## src/logic/trf_pkg.sv

```systemverilog
// Constants, types and helpers shared by the tape record formatter.
//
// Overview of operation
// - Nine-bit characters: eight data plus parity track
// - NRZI track toggles on one, holds on zero
// - NRZI cyclic check four spaces after data
// - NRZI longitudinal check four spaces after cyclic
// - Longitudinal check makes each track count even
// - NRZI file mark: 23 octal, seven blanks, check
// - NRZI file mark carries no cyclic check
// - Phase cell: one mid-cell transition per bit
// - Phase runs double transition rate, alternation single
// - Phase record: preamble, data, postamble in order
// - Preamble: forty zero chars then all ones
// - Postamble: all ones then forty zero chars
// - Reader syncs on zero run, ones starts data
// - Phase file mark: forty zeros, bits 0,5,1
// - Identification burst alternates on parity track only
// - Identification burst at tape start, 1.7 inch
// - Extended gap always precedes every file mark
// - Record gap erased, at least half inch
// - Extended gap three inches, also after tape start
package trf_pkg;

	// ----------------------------------------------------------------
	// Character layout
	// ----------------------------------------------------------------
	localparam int          TRK_W       = 9;
	localparam int          DATA_W      = 8;
	localparam int          PAR_BIT     = 8;
	localparam logic [8:0]  CH_ZERO     = 9'h000;
	localparam logic [8:0]  CH_ONES     = 9'h1ff;
	localparam logic [8:0]  MASK_ALL    = 9'h1ff;
	localparam logic [8:0]  MASK_NONE   = 9'h000;
	localparam logic [8:0]  MASK_PE_TM  = 9'h023;
	localparam logic [8:0]  MASK_IDB    = 9'h100;
	localparam logic [7:0]  MARK_CODE   = 8'h13;
	localparam logic [8:0]  CRC_POLY    = 9'h0f5;

	// ----------------------------------------------------------------
	// Format lengths in characters and tenths of an inch
	// ----------------------------------------------------------------
	localparam int          AMBLE_ZEROS = 40;
	localparam int          CHECK_SPACE = 4;
	localparam int          MARK_BLANKS = 7;
	localparam int          PE_TM_ZEROS = 40;
	localparam int          GAP_TENTHS  = 5;
	localparam int          EXT_TENTHS  = 30;
	localparam int          IDB_TENTHS  = 17;
	localparam int          RD_MIN_ZERO = 16;

	// ----------------------------------------------------------------
	// Timing
	// ----------------------------------------------------------------
	localparam int          CLK_NS      = 25;
	localparam int          HALF_CELL_NS = 6944;
	localparam int          HALF_CYC    = HALF_CELL_NS / CLK_NS;

	// ----------------------------------------------------------------
	// Types
	// ----------------------------------------------------------------
	typedef enum logic [1:0] {
		CMD_REC  = 2'h0,
		CMD_MARK = 2'h1,
		CMD_BOT  = 2'h2
	} trf_cmd_t;

	typedef enum logic [4:0] {
		S_IDLE   = 5'h00,
		S_GAP    = 5'h01,
		S_IDB    = 5'h02,
		S_PRE_Z  = 5'h03,
		S_PRE_O  = 5'h04,
		S_DATA   = 5'h05,
		S_POST_O = 5'h06,
		S_POST_Z = 5'h07,
		S_PAD1   = 5'h08,
		S_CRC    = 5'h09,
		S_PAD2   = 5'h0a,
		S_LRC    = 5'h0b,
		S_TM_CH  = 5'h0c,
		S_TM_BLK = 5'h0d,
		S_TM_LRC = 5'h0e,
		S_PE_TM  = 5'h0f
	} trf_state_t;

	typedef enum logic [1:0] {
		R_HUNT = 2'h0,
		R_ARM  = 2'h1,
		R_DATA = 2'h2
	} trf_rd_t;

	// ----------------------------------------------------------------
	// Helpers
	// ----------------------------------------------------------------
	function automatic logic [8:0] with_par(input logic [7:0] d);
		return {~^d, d};
	endfunction : with_par

	function automatic logic [8:0] crc_step(input logic [8:0] c, input logic [8:0] d);
		logic [8:0] x;
		x = c ^ d;
		return x[8] ? ({x[7:0], 1'b0} ^ CRC_POLY) : {x[7:0], 1'b0};
	endfunction : crc_step

	function automatic logic [15:0] len_chars(input int tenths, input int cpi);
		int n;
		n = (tenths * cpi + 9) / 10;
		return n[15:0];
	endfunction : len_chars

endpackage : trf_pkg

```

## src/logic/trf_fifo.sv

```systemverilog
// Character FIFO between the controller stream and the formatter.
`timescale 1ns/1ps
module trf_fifo #(
	parameter int W     = 9,
	parameter int DEPTH = 32
) (
	// Clock and reset
	input  wire logic         core_clk_i,
	input  wire logic         nrst_i,
	// Fill side
	input  wire logic         in_valid_i,
	input  wire logic [W-1:0] in_data_i,
	output logic              in_ready_o,
	// Drain side
	output logic              out_valid_o,
	output logic [W-1:0]      out_data_o,
	input  wire logic         out_ready_i
);
	import trf_pkg::*;

	localparam int AW = $clog2(DEPTH);

	if (DEPTH < 2 || (1 << AW) != DEPTH) begin : g_bad_depth
		$error("FIFO depth must be a power of two of at least 2");
	end

	typedef struct packed {
		logic [DEPTH-1:0][W-1:0] mem;
		logic [AW-1:0]           wp;
		logic [AW-1:0]           rp;
		logic [AW:0]             cnt;
	} trf_fifo_st_t;

	trf_fifo_st_t q, d;
	logic push, pop;

	assign in_ready_o  = (q.cnt != (AW+1)'(DEPTH));
	assign out_valid_o = (q.cnt != '0);
	assign out_data_o  = q.mem[q.rp];
	assign push        = in_valid_i && in_ready_o;
	assign pop         = out_valid_o && out_ready_i;

	always_comb begin
		d = q;
		if (push) begin
			d.mem[q.wp] = in_data_i;
			d.wp        = q.wp + 1'b1;
		end
		if (pop)
			d.rp = q.rp + 1'b1;
		if (push && !pop)
			d.cnt = q.cnt + 1'b1;
		else if (pop && !push)
			d.cnt = q.cnt - 1'b1;
	end

	always_ff @(posedge core_clk_i or negedge nrst_i) begin
		if (!nrst_i)
			q <= '0;
		else
			q <= d;
	end
endmodule : trf_fifo

```

## src/logic/trf_line_enc.sv

```systemverilog
// Per-track write level encoder for NRZI and phase recording.
`timescale 1ns/1ps
module trf_line_enc (
	// Clock and reset
	input  wire logic       core_clk_i,
	input  wire logic       nrst_i,
	// Character timing
	input  wire logic       pe_i,
	input  wire logic       char_en_i,
	input  wire logic       mid_en_i,
	input  wire logic [8:0] chr_i,
	// Track levels
	output logic [8:0]      trk_o
);
	import trf_pkg::*;

	typedef struct packed {
		logic [8:0] lvl;
	} trf_enc_st_t;

	trf_enc_st_t q, d;

	assign trk_o = q.lvl;

	always_comb begin
		d = q;
		if (char_en_i)
			d.lvl = pe_i ? chr_i : (q.lvl ^ chr_i);
		else if (pe_i && mid_en_i)
			d.lvl = ~q.lvl;
	end

	always_ff @(posedge core_clk_i or negedge nrst_i) begin
		if (!nrst_i)
			q <= '0;
		else
			q <= d;
	end
endmodule : trf_line_enc

```

## src/logic/trf_formatter.sv

```systemverilog
// Tape record formatter: write sequencer, check characters and read sync.
`timescale 1ns/1ps
module trf_formatter #(
	parameter int DENSITY_NRZ = 800,
	parameter int DENSITY_PE  = 1600,
	parameter int FIFO_DEPTH  = 32
) (
	// Clock and reset
	input  wire logic              core_clk_i,
	input  wire logic              nrst_i,
	// Command port
	input  wire logic              cmd_valid_i,
	input  wire trf_pkg::trf_cmd_t cmd_code_i,
	input  wire logic              mode_pe_i,
	output logic                   cmd_ready_o,
	output logic                   underrun_o,
	// Character stream in
	input  wire logic              wr_valid_i,
	input  wire logic [7:0]        wr_data_i,
	input  wire logic              wr_last_i,
	output logic                   wr_ready_o,
	// Transport write channel
	input  wire logic              char_clk_i,
	output logic [8:0]             trk_o,
	output logic [8:0]             trk_wen_o,
	output logic                   wr_gate_o,
	// Transport read channel
	input  wire logic              rd_stb_i,
	input  wire logic [8:0]        rd_data_i,
	input  wire logic              rd_end_i,
	output logic [7:0]             rd_char_o,
	output logic                   rd_par_o,
	output logic                   rd_valid_o,
	output logic                   rd_sync_o
);
	import trf_pkg::*;

	// ----------------------------------------------------------------
	// Derived lengths
	// ----------------------------------------------------------------
	localparam logic [15:0] GAP_NRZ = len_chars(GAP_TENTHS, DENSITY_NRZ);
	localparam logic [15:0] GAP_PE  = len_chars(GAP_TENTHS, DENSITY_PE);
	localparam logic [15:0] EXT_NRZ = len_chars(EXT_TENTHS, DENSITY_NRZ);
	localparam logic [15:0] EXT_PE  = len_chars(EXT_TENTHS, DENSITY_PE);
	localparam logic [15:0] IDB_LEN = len_chars(IDB_TENTHS, DENSITY_PE);
	localparam logic [15:0] AMB_LAST = 16'(AMBLE_ZEROS - 1);
	localparam logic [15:0] CHK_LAST = 16'(CHECK_SPACE - 2);
	localparam logic [15:0] BLK_LAST = 16'(MARK_BLANKS - 1);
	localparam logic [15:0] PTM_LAST = 16'(PE_TM_ZEROS - 1);
	localparam logic [15:0] HALF_LAST = 16'(HALF_CYC - 1);

	if (DENSITY_NRZ < 10 || DENSITY_PE < 10 || FIFO_DEPTH < 2) begin : g_bad_param
		$error("Density or FIFO depth out of range");
	end

	// ----------------------------------------------------------------
	// State
	// ----------------------------------------------------------------
	typedef struct packed {
		logic [2:0]  ck_s;
		logic [2:0]  rs_s;
		logic [1:0]  re_s;
		logic [8:0]  rd1;
		logic [8:0]  rd2;
		trf_state_t  st;
		logic [15:0] cnt;
		logic        pe;
		trf_cmd_t    op;
		logic [8:0]  lrc;
		logic [8:0]  crc;
		logic        gate;
		logic [8:0]  wen;
		logic [15:0] half;
		logic        half_run;
		logic        underrun;
		trf_rd_t     rd_st;
		logic [7:0]  rd_zc;
		logic [8:0]  rd_chr;
		logic        rd_vld;
	} trf_fmt_st_t;

	trf_fmt_st_t q, d;

	logic        char_en;
	logic        mid_en;
	logic        rd_en;
	logic [8:0]  chr_out;
	logic        fifo_valid;
	logic [8:0]  fifo_data;
	logic        fifo_pop;

	// ----------------------------------------------------------------
	// Buffer and encoder
	// ----------------------------------------------------------------
	trf_fifo #(
		.W     (9),
		.DEPTH (FIFO_DEPTH)
	) u_fifo (
		.core_clk_i  (core_clk_i),
		.nrst_i      (nrst_i),
		.in_valid_i  (wr_valid_i),
		.in_data_i   ({wr_last_i, wr_data_i}),
		.in_ready_o  (wr_ready_o),
		.out_valid_o (fifo_valid),
		.out_data_o  (fifo_data),
		.out_ready_i (fifo_pop)
	);

	trf_line_enc u_enc (
		.core_clk_i (core_clk_i),
		.nrst_i     (nrst_i),
		.pe_i       (q.pe),
		.char_en_i  (char_en),
		.mid_en_i   (mid_en),
		.chr_i      (chr_out),
		.trk_o      (trk_o)
	);

	// ----------------------------------------------------------------
	// Strobes and outputs
	// ----------------------------------------------------------------
	assign char_en     = q.ck_s[1] && !q.ck_s[2];
	assign rd_en       = q.rs_s[1] && !q.rs_s[2];
	assign mid_en      = q.half_run && (q.half == HALF_LAST);
	assign fifo_pop    = char_en && (q.st == S_DATA) && fifo_valid;
	assign cmd_ready_o = (q.st == S_IDLE);
	assign underrun_o  = q.underrun;
	assign wr_gate_o   = q.gate;
	assign trk_wen_o   = q.wen;
	assign rd_char_o   = q.rd_chr[7:0];
	assign rd_par_o    = q.rd_chr[PAR_BIT];
	assign rd_valid_o  = q.rd_vld;
	assign rd_sync_o   = (q.rd_st == R_DATA);

	// ----------------------------------------------------------------
	// Next state
	// ----------------------------------------------------------------
	always_comb begin
		logic [8:0] chr;
		logic       gate;
		logic [8:0] wen;
		chr  = CH_ZERO;
		gate = 1'b1;
		wen  = MASK_ALL;
		d    = q;

		d.ck_s = {q.ck_s[1:0], char_clk_i};
		d.rs_s = {q.rs_s[1:0], rd_stb_i};
		d.re_s = {q.re_s[0], rd_end_i};
		d.rd1  = rd_data_i;
		d.rd2  = q.rd1;
		d.rd_vld = 1'b0;

		// Mid-cell divider restarts on every character
		if (char_en) begin
			d.half     = '0;
			d.half_run = 1'b1;
		end else if (q.half_run) begin
			d.half     = q.half + 16'h0001;
			d.half_run = (q.half != HALF_LAST);
		end

		if (q.st == S_IDLE && cmd_valid_i) begin
			d.pe = mode_pe_i;
			d.op = cmd_code_i;
			if (cmd_code_i == CMD_REC)
				d.underrun = 1'b0;
			if (cmd_code_i == CMD_BOT && mode_pe_i) begin
				d.st  = S_IDB;
				d.cnt = IDB_LEN - 16'h0001;
			end else begin
				d.st  = S_GAP;
				d.cnt = (cmd_code_i == CMD_REC) ?
					((mode_pe_i ? GAP_PE : GAP_NRZ) - 16'h0001) :
					((mode_pe_i ? EXT_PE : EXT_NRZ) - 16'h0001);
			end
		end

		if (char_en) begin
			// Idle keeps a count just loaded by an accepted command
			if (q.st != S_IDLE)
				d.cnt = q.cnt - 16'h0001;
			case (q.st)
				S_IDLE: begin
					gate = 1'b0;
					wen  = MASK_NONE;
				end
				S_GAP: begin
					gate = 1'b0;
					wen  = MASK_NONE;
					if (q.cnt == 16'h0000) begin
						d.lrc = '0;
						d.crc = '0;
						if (q.op == CMD_BOT)
							d.st = S_IDLE;
						else if (q.op == CMD_REC) begin
							d.st  = q.pe ? S_PRE_Z : S_DATA;
							d.cnt = AMB_LAST;
						end else begin
							d.st  = q.pe ? S_PE_TM : S_TM_CH;
							d.cnt = PTM_LAST;
						end
					end
				end
				S_IDB: begin
					chr = {q.cnt[0], 8'h00};
					wen = MASK_IDB;
					if (q.cnt == 16'h0000) begin
						d.st  = S_GAP;
						d.cnt = EXT_PE - 16'h0001;
					end
				end
				S_PRE_Z: begin
					chr = CH_ZERO;
					if (q.cnt == 16'h0000)
						d.st = S_PRE_O;
				end
				S_PRE_O: begin
					chr  = CH_ONES;
					d.st = S_DATA;
				end
				S_DATA: begin
					if (fifo_valid) begin
						chr   = with_par(fifo_data[7:0]);
						d.lrc = q.lrc ^ chr;
						d.crc = crc_step(q.crc, chr);
					end else begin
						gate       = 1'b0;
						wen        = MASK_NONE;
						d.underrun = 1'b1;
					end
					if (!fifo_valid || fifo_data[8]) begin
						d.st  = q.pe ? S_POST_O : S_PAD1;
						d.cnt = CHK_LAST;
					end
				end
				S_POST_O: begin
					chr   = CH_ONES;
					d.st  = S_POST_Z;
					d.cnt = AMB_LAST;
				end
				S_POST_Z: begin
					chr = CH_ZERO;
					if (q.cnt == 16'h0000)
						d.st = S_IDLE;
				end
				S_PAD1: begin
					if (q.cnt == 16'h0000)
						d.st = S_CRC;
				end
				S_CRC: begin
					chr   = q.crc;
					d.st  = S_PAD2;
					d.cnt = CHK_LAST;
				end
				S_PAD2: begin
					if (q.cnt == 16'h0000)
						d.st = S_LRC;
				end
				S_LRC: begin
					chr  = q.lrc;
					d.st = S_IDLE;
				end
				S_TM_CH: begin
					chr   = with_par(MARK_CODE);
					d.lrc = with_par(MARK_CODE);
					d.st  = S_TM_BLK;
					d.cnt = BLK_LAST;
				end
				S_TM_BLK: begin
					if (q.cnt == 16'h0000)
						d.st = S_TM_LRC;
				end
				S_TM_LRC: begin
					chr  = q.lrc;
					d.st = S_IDLE;
				end
				S_PE_TM: begin
					chr = CH_ZERO;
					wen = MASK_PE_TM;
					if (q.cnt == 16'h0000)
						d.st = S_IDLE;
				end
				default: begin
					gate = 1'b0;
					wen  = MASK_NONE;
					d.st = S_IDLE;
				end
			endcase
			d.gate = gate;
			d.wen  = wen;
		end

		// Read side: phase mode hunts zero run, ones character opens data; NRZI goes straight to data
		if (q.re_s[1])
			d.rd_st = R_HUNT;
		else if (rd_en) begin
			case (q.rd_st)
				R_HUNT: begin
					if (!mode_pe_i)
						d.rd_st = R_DATA;
					else if (q.rd2 == CH_ZERO) begin
						d.rd_zc = (q.rd_zc == 8'hff) ? q.rd_zc : q.rd_zc + 8'h01;
						if (q.rd_zc >= 8'(RD_MIN_ZERO - 1))
							d.rd_st = R_ARM;
					end else
						d.rd_zc = '0;
				end
				R_ARM: begin
					d.rd_zc = '0;
					if (q.rd2 == CH_ONES)
						d.rd_st = R_DATA;
					else if (q.rd2 != CH_ZERO)
						d.rd_st = R_HUNT;
				end
				R_DATA: begin
					d.rd_chr = q.rd2;
					d.rd_vld = 1'b1;
				end
				default: d.rd_st = R_HUNT;
			endcase
			if (q.rd_st == R_HUNT && !mode_pe_i) begin
				d.rd_chr = q.rd2;
				d.rd_vld = 1'b1;
			end
		end
		chr_out = chr;
	end

	always_ff @(posedge core_clk_i or negedge nrst_i) begin
		if (!nrst_i)
			q <= '0;
		else
			q <= d;
	end
endmodule : trf_formatter

```

## config.mk

```make
export PLATFORM = sky130hd
export DESIGN_NAME = trf_formatter
export DESIGN_NICKNAME = d
export VERILOG_FILES = /design/src/logic/trf_pkg.sv /design/src/logic/trf_fifo.sv /design/src/logic/trf_line_enc.sv /design/src/logic/trf_formatter.sv
export SDC_FILE = /design/constraint.sdc
export NUM_CORES = 1
export LEC_CHECK = 0
export ABC_AREA = 1
export BUFFER_PORTS_ARGS = -buffer_cell sky130_fd_sc_hd__clkbuf_2
export CAP_MARGIN = 0
export CELL_PAD_IN_SITES_DETAIL_PLACEMENT = 1
export CELL_PAD_IN_SITES_GLOBAL_PLACEMENT = 1
export CORE_MARGIN = 1
export CORE_UTILIZATION = 45
export DETAILED_ROUTE_END_ITERATION = 8
export PLACE_DENSITY_LB_ADDON = 0.1
export SETUP_SLACK_MARGIN = 0.1
export SLEW_MARGIN = 30
export SYNTH_ARGS = -nofsm -noshare
export SYNTH_HDL_FRONTEND = slang
export SYNTH_SLANG_ARGS = --single-unit
```

## constraint.sdc

```tcl
create_clock -name core_clk_i -period 3.9 [get_ports core_clk_i]
set_input_delay 0.975 -clock core_clk_i [delete_from_list [all_inputs] [get_ports core_clk_i]]
set_output_delay 0.975 -clock core_clk_i [all_outputs]
set_load 0.005 [all_outputs]
```

==> flow_metrics.tcl <==
set metrics [dict create \
    synth_edf_count 0 \
    avgViaCountPerCell 5.47 \
    crit_path_max_fanout 6 \
    cts_setup_buffers 0 \
    yosys.area.top_type "dfrtp_1" \
    routedWlPerCell_um 19.3 \
    timing.rr.end "u_fifo.q[5]" \
    drive_gt1_frac 0.102 \
    gr-usage-met1 0.374 \
    crit_path_start_kind "flop" \
    synth_area_leaders "dfrtp_1 51%, nand2_1 15%, o21ai_0 9.8%" \
    synth_cells 2639 \
    multi_input_area_um2 8710 \
    drt_first_pass_iters 5 \
    holdWs_ns 0.347 \
    critPathBufInv 5 \
    final_cells 3319 \
    fin_skew_ns 0.0152 \
    drv_slew 0 \
    ctsHtreeMaxLevel 2 \
    period_share 0.900 \
    ff_latch_area_um2 10600 \
    status "completed" \
    rsz0062_at_grt "no" \
    cts_tree "built" \
    r2r_start "u_fifo.q[1]" \
    grt_overflow 0 \
    path_cells "or2_2 -> nor4_2 -> nand2_1 -> inv_1 -> nor2_2 -> inv_1 -> nor2_1 -> inv_1 -> ha_1 -> inv_2 -> ha_1 -> a21oi_1 -> inv_1 -> a31oi_1 -> nor2_1 -> o21a_1 -> o21ai_0 -> nand3_1 -> xor2_1" \
    synthArstFlopShare 1.00 \
    hp-class "reg2reg" \
    grt_use_met3 0.0379 \
    fmax_mhz 285 \
    drt_iter0_drc 1251 \
    period_needed_ns 3.51 \
    cp.required_ns 4.38 \
    io_buffers 60 \
    min_to "q[94]" \
    synth_area_um2 20700 \
    num_io_pins 61 \
    crit_type "reg2reg" \
    syn_to_final_growth_pct 13.0 \
    whs_path_depth 0 \
    initial_utilization 0.457 \
    cpMostUsedCell "inv_1" \
    ant_nets 0 \
    hold_viol 0 \
    powerDensity_nw_per_um2 700 \
    cts_made_buffers 48 \
    yosysTopAreaCellShare 0.511 \
    grt_pass1_wl_um 105000 \
    synth.avg_cell_area_um2 7.85 \
    routabilityCongestion 0.903 \
    drc_errors 0 \
    globalRouteMet2Util 0.481 \
    p_leak_nw 11.3 \
    wl_um 64000 \
    cts.path.max_buffers 3 \
    diodes 0 \
    busiest_layer "met2" \
    grt_use_total 0.282 \
    fillCellCount 5548 \
    worstHoldStart "d[94]" \
    slowest_stage "dfrtp_1" \
    antenna_found_initial 1 \
    dp_hpwl_um 42200 \
    rows 78 \
    slew_headroom 0.392 \
    setup_viol 0 \
    root_buffer "clkbuf_16" \
    die_h_um 217 \
    insertion_delay_ns 0.59 \
    crit_family "simple AND/OR/NAND/NOR gates" \
    die-area_um2 46900 \
    core_area_um2 45400 \
    cp-end-kind "flop" \
    ys.warnings.count 0 \
    drv_cap 0 \
    vias 18154 \
    fin_setup_tns_ns 0 \
    syn-num-nets 2685 \
    placedCellCount 3233 \
    tightest_slew_ns 0.908 \
    rrSetupSlack_ns 0.39 \
    fin_nets 2729 \
    reg2reg_depth 19 \
    cts_sinks 423 \
    arrival_ns 3.99 \
    ys_ff_latch 423 \
    peakVddDrop_mv 0.422 \
    yosysSeqAreaShare 0.511 \
    slowest_delay_ns 0.42 \
    dieWidth_um 217 \
    path_clk_slew_ns 0.06 \
    grt_pass1_vias 19058 \
    yosysUniqueCellTypes 50 \
    synthFlopType "dfrtp_1" \
    grt_max_degree 94 \
]
per-stage QoR:
step | total power, mW | instance area, µm² | util | setup slack, ns
6_report | 16.4 | 23400 | 0.516 | 0.390
5_1_grt | 17.6 | 23400 | 0.516 | 0.127
4_1_cts | 16.6 | 23400 | 0.516 | 0.149
3_5_place_dp | 11.7 | 21800 | 0.480 | 0.156
3_3_place_gp | 11.4 | 21800 | 0.480 | 0.305
2_1_floorplan | 10.1 | 20700 | - | 0.699
worst max-delay path by stage:
stage	start	to	slack [ns]	cells past startpoint
after floorplan	q[85]	u_fifo.q[5]	0.70	20
after global routing	u_fifo.q[1]	u_fifo.q[5]	0.13	19
after global placement	u_fifo.q[1]	u_fifo.q[5]	0.31	19
after CTS	u_fifo.q[1]	u_fifo.q[5]	0.15	19
final	u_fifo.q[1]	u_fifo.q[5]	0.39	19
after detailed placement	u_fifo.q[1]	u_fifo.q[5]	0.16	19
sequential cells by signal (all words and copies together) (netlist names):
signal,cells
rd_char_o,8
q,81
rd_par_o,1
u_enc.trk_o,9
wr_gate_o,1
u_fifo.q,304
d,14
rd_valid_o,1
underrun_o,1
trk_wen_o,3
worst register-to-register path: stages (launching register included):
cell	delay [ns]
dfrtp_1	0.42
or2_2	0.32
nor4_2	0.24
nand2_1	0.21
inv_1	0.17
nor2_2	0.07
inv_1	0.07
nor2_1	0.05
inv_1	0.13
ha_1	0.21
inv_2	0.09
ha_1	0.35
a21oi_1	0.15
inv_1	0.05
a31oi_1	0.21
nor2_1	0.09
o21a_1	0.18
o21ai_0	0.14
nand3_1	0.10
xor2_1	0.15
per-layer routing:
| metal | up-vias | share of wire |
|---|---|---|
| met5 | - | 0.00020 |
| met4 | 2 | 0.025 |
| met3 | 91 | 0.039 |
| met2 | 292 | 0.49 |
| met1 | 9109 | 0.44 |
| li1 | 8660 | - |
timing repair:
action                                  in CTS  in global routing
endpoints found under the setup margin       0                  1
gates resized for setup                      0                  3
hold buffers                                 0                  0
report_power, final:
part	internal (mW)	leakage, nW	switching, mW	total, mW
sequential	5.84	5.51	0.947	6.79
combinational	1.75	4.94	3.16	4.91
clock	2.82	0.810	1.89	4.71
total	10.4	11.3	5.99	16.4
placed cells by master, fill, tap and decap left out, drive strengths merged, types with 29 or more instances in the layout:
cell,count
nand2,837
buf,85
o21ai,416
dfrtp,423
nor2,236
nor3,29
inv,171
a21oi,67
clkbuf,123
nand3,160
cells in the mapped netlist, types with 3 or more instances:
cell and n:
ha_1 17, mux2_2 7, o31ai_1 4, buf_6 15, nor4_1 4, a221oi_1 9
inv_2 13, buf_4 23, buf_2 22, nor2_2 3, clkinv_1 5, o21ai_0 404
nor2_1 233, xnor2_1 4, xor2_1 21, or2_2 6, o21ai_1 11, buf_1 4
o22ai_1 10, nand3b_1 6, o211ai_1 20, nand3_1 159, clkbuf_1 86, dfrtp_1 423
nand2_2 10, a31oi_1 6, nor3_1 28, nand2_1 825, inv_1 156, nand4_1 14
a21oi_1 67
cell families after synthesis:
kind of cell,Yosys count,share of synthesized area
simple gates,1292,0.252
compound gates,547,0.140
flops,423,0.511
buf+inv,325,0.0699
xor+xnor,25,0.0106
fa+ha+maj,18,0.0112
mux,9,0.00483
final cells by class:
type	instances	area share
clock buffers	64	0.0590
clock inverters	22	0.0113
inverters	175	0.0281
multi-input cells	1891	0.372
flip-flops and latches	423	0.452
well taps	600	0.0320
repair buffers	144	0.0460
Note: power is estimated with default switching activity, not from simulation.
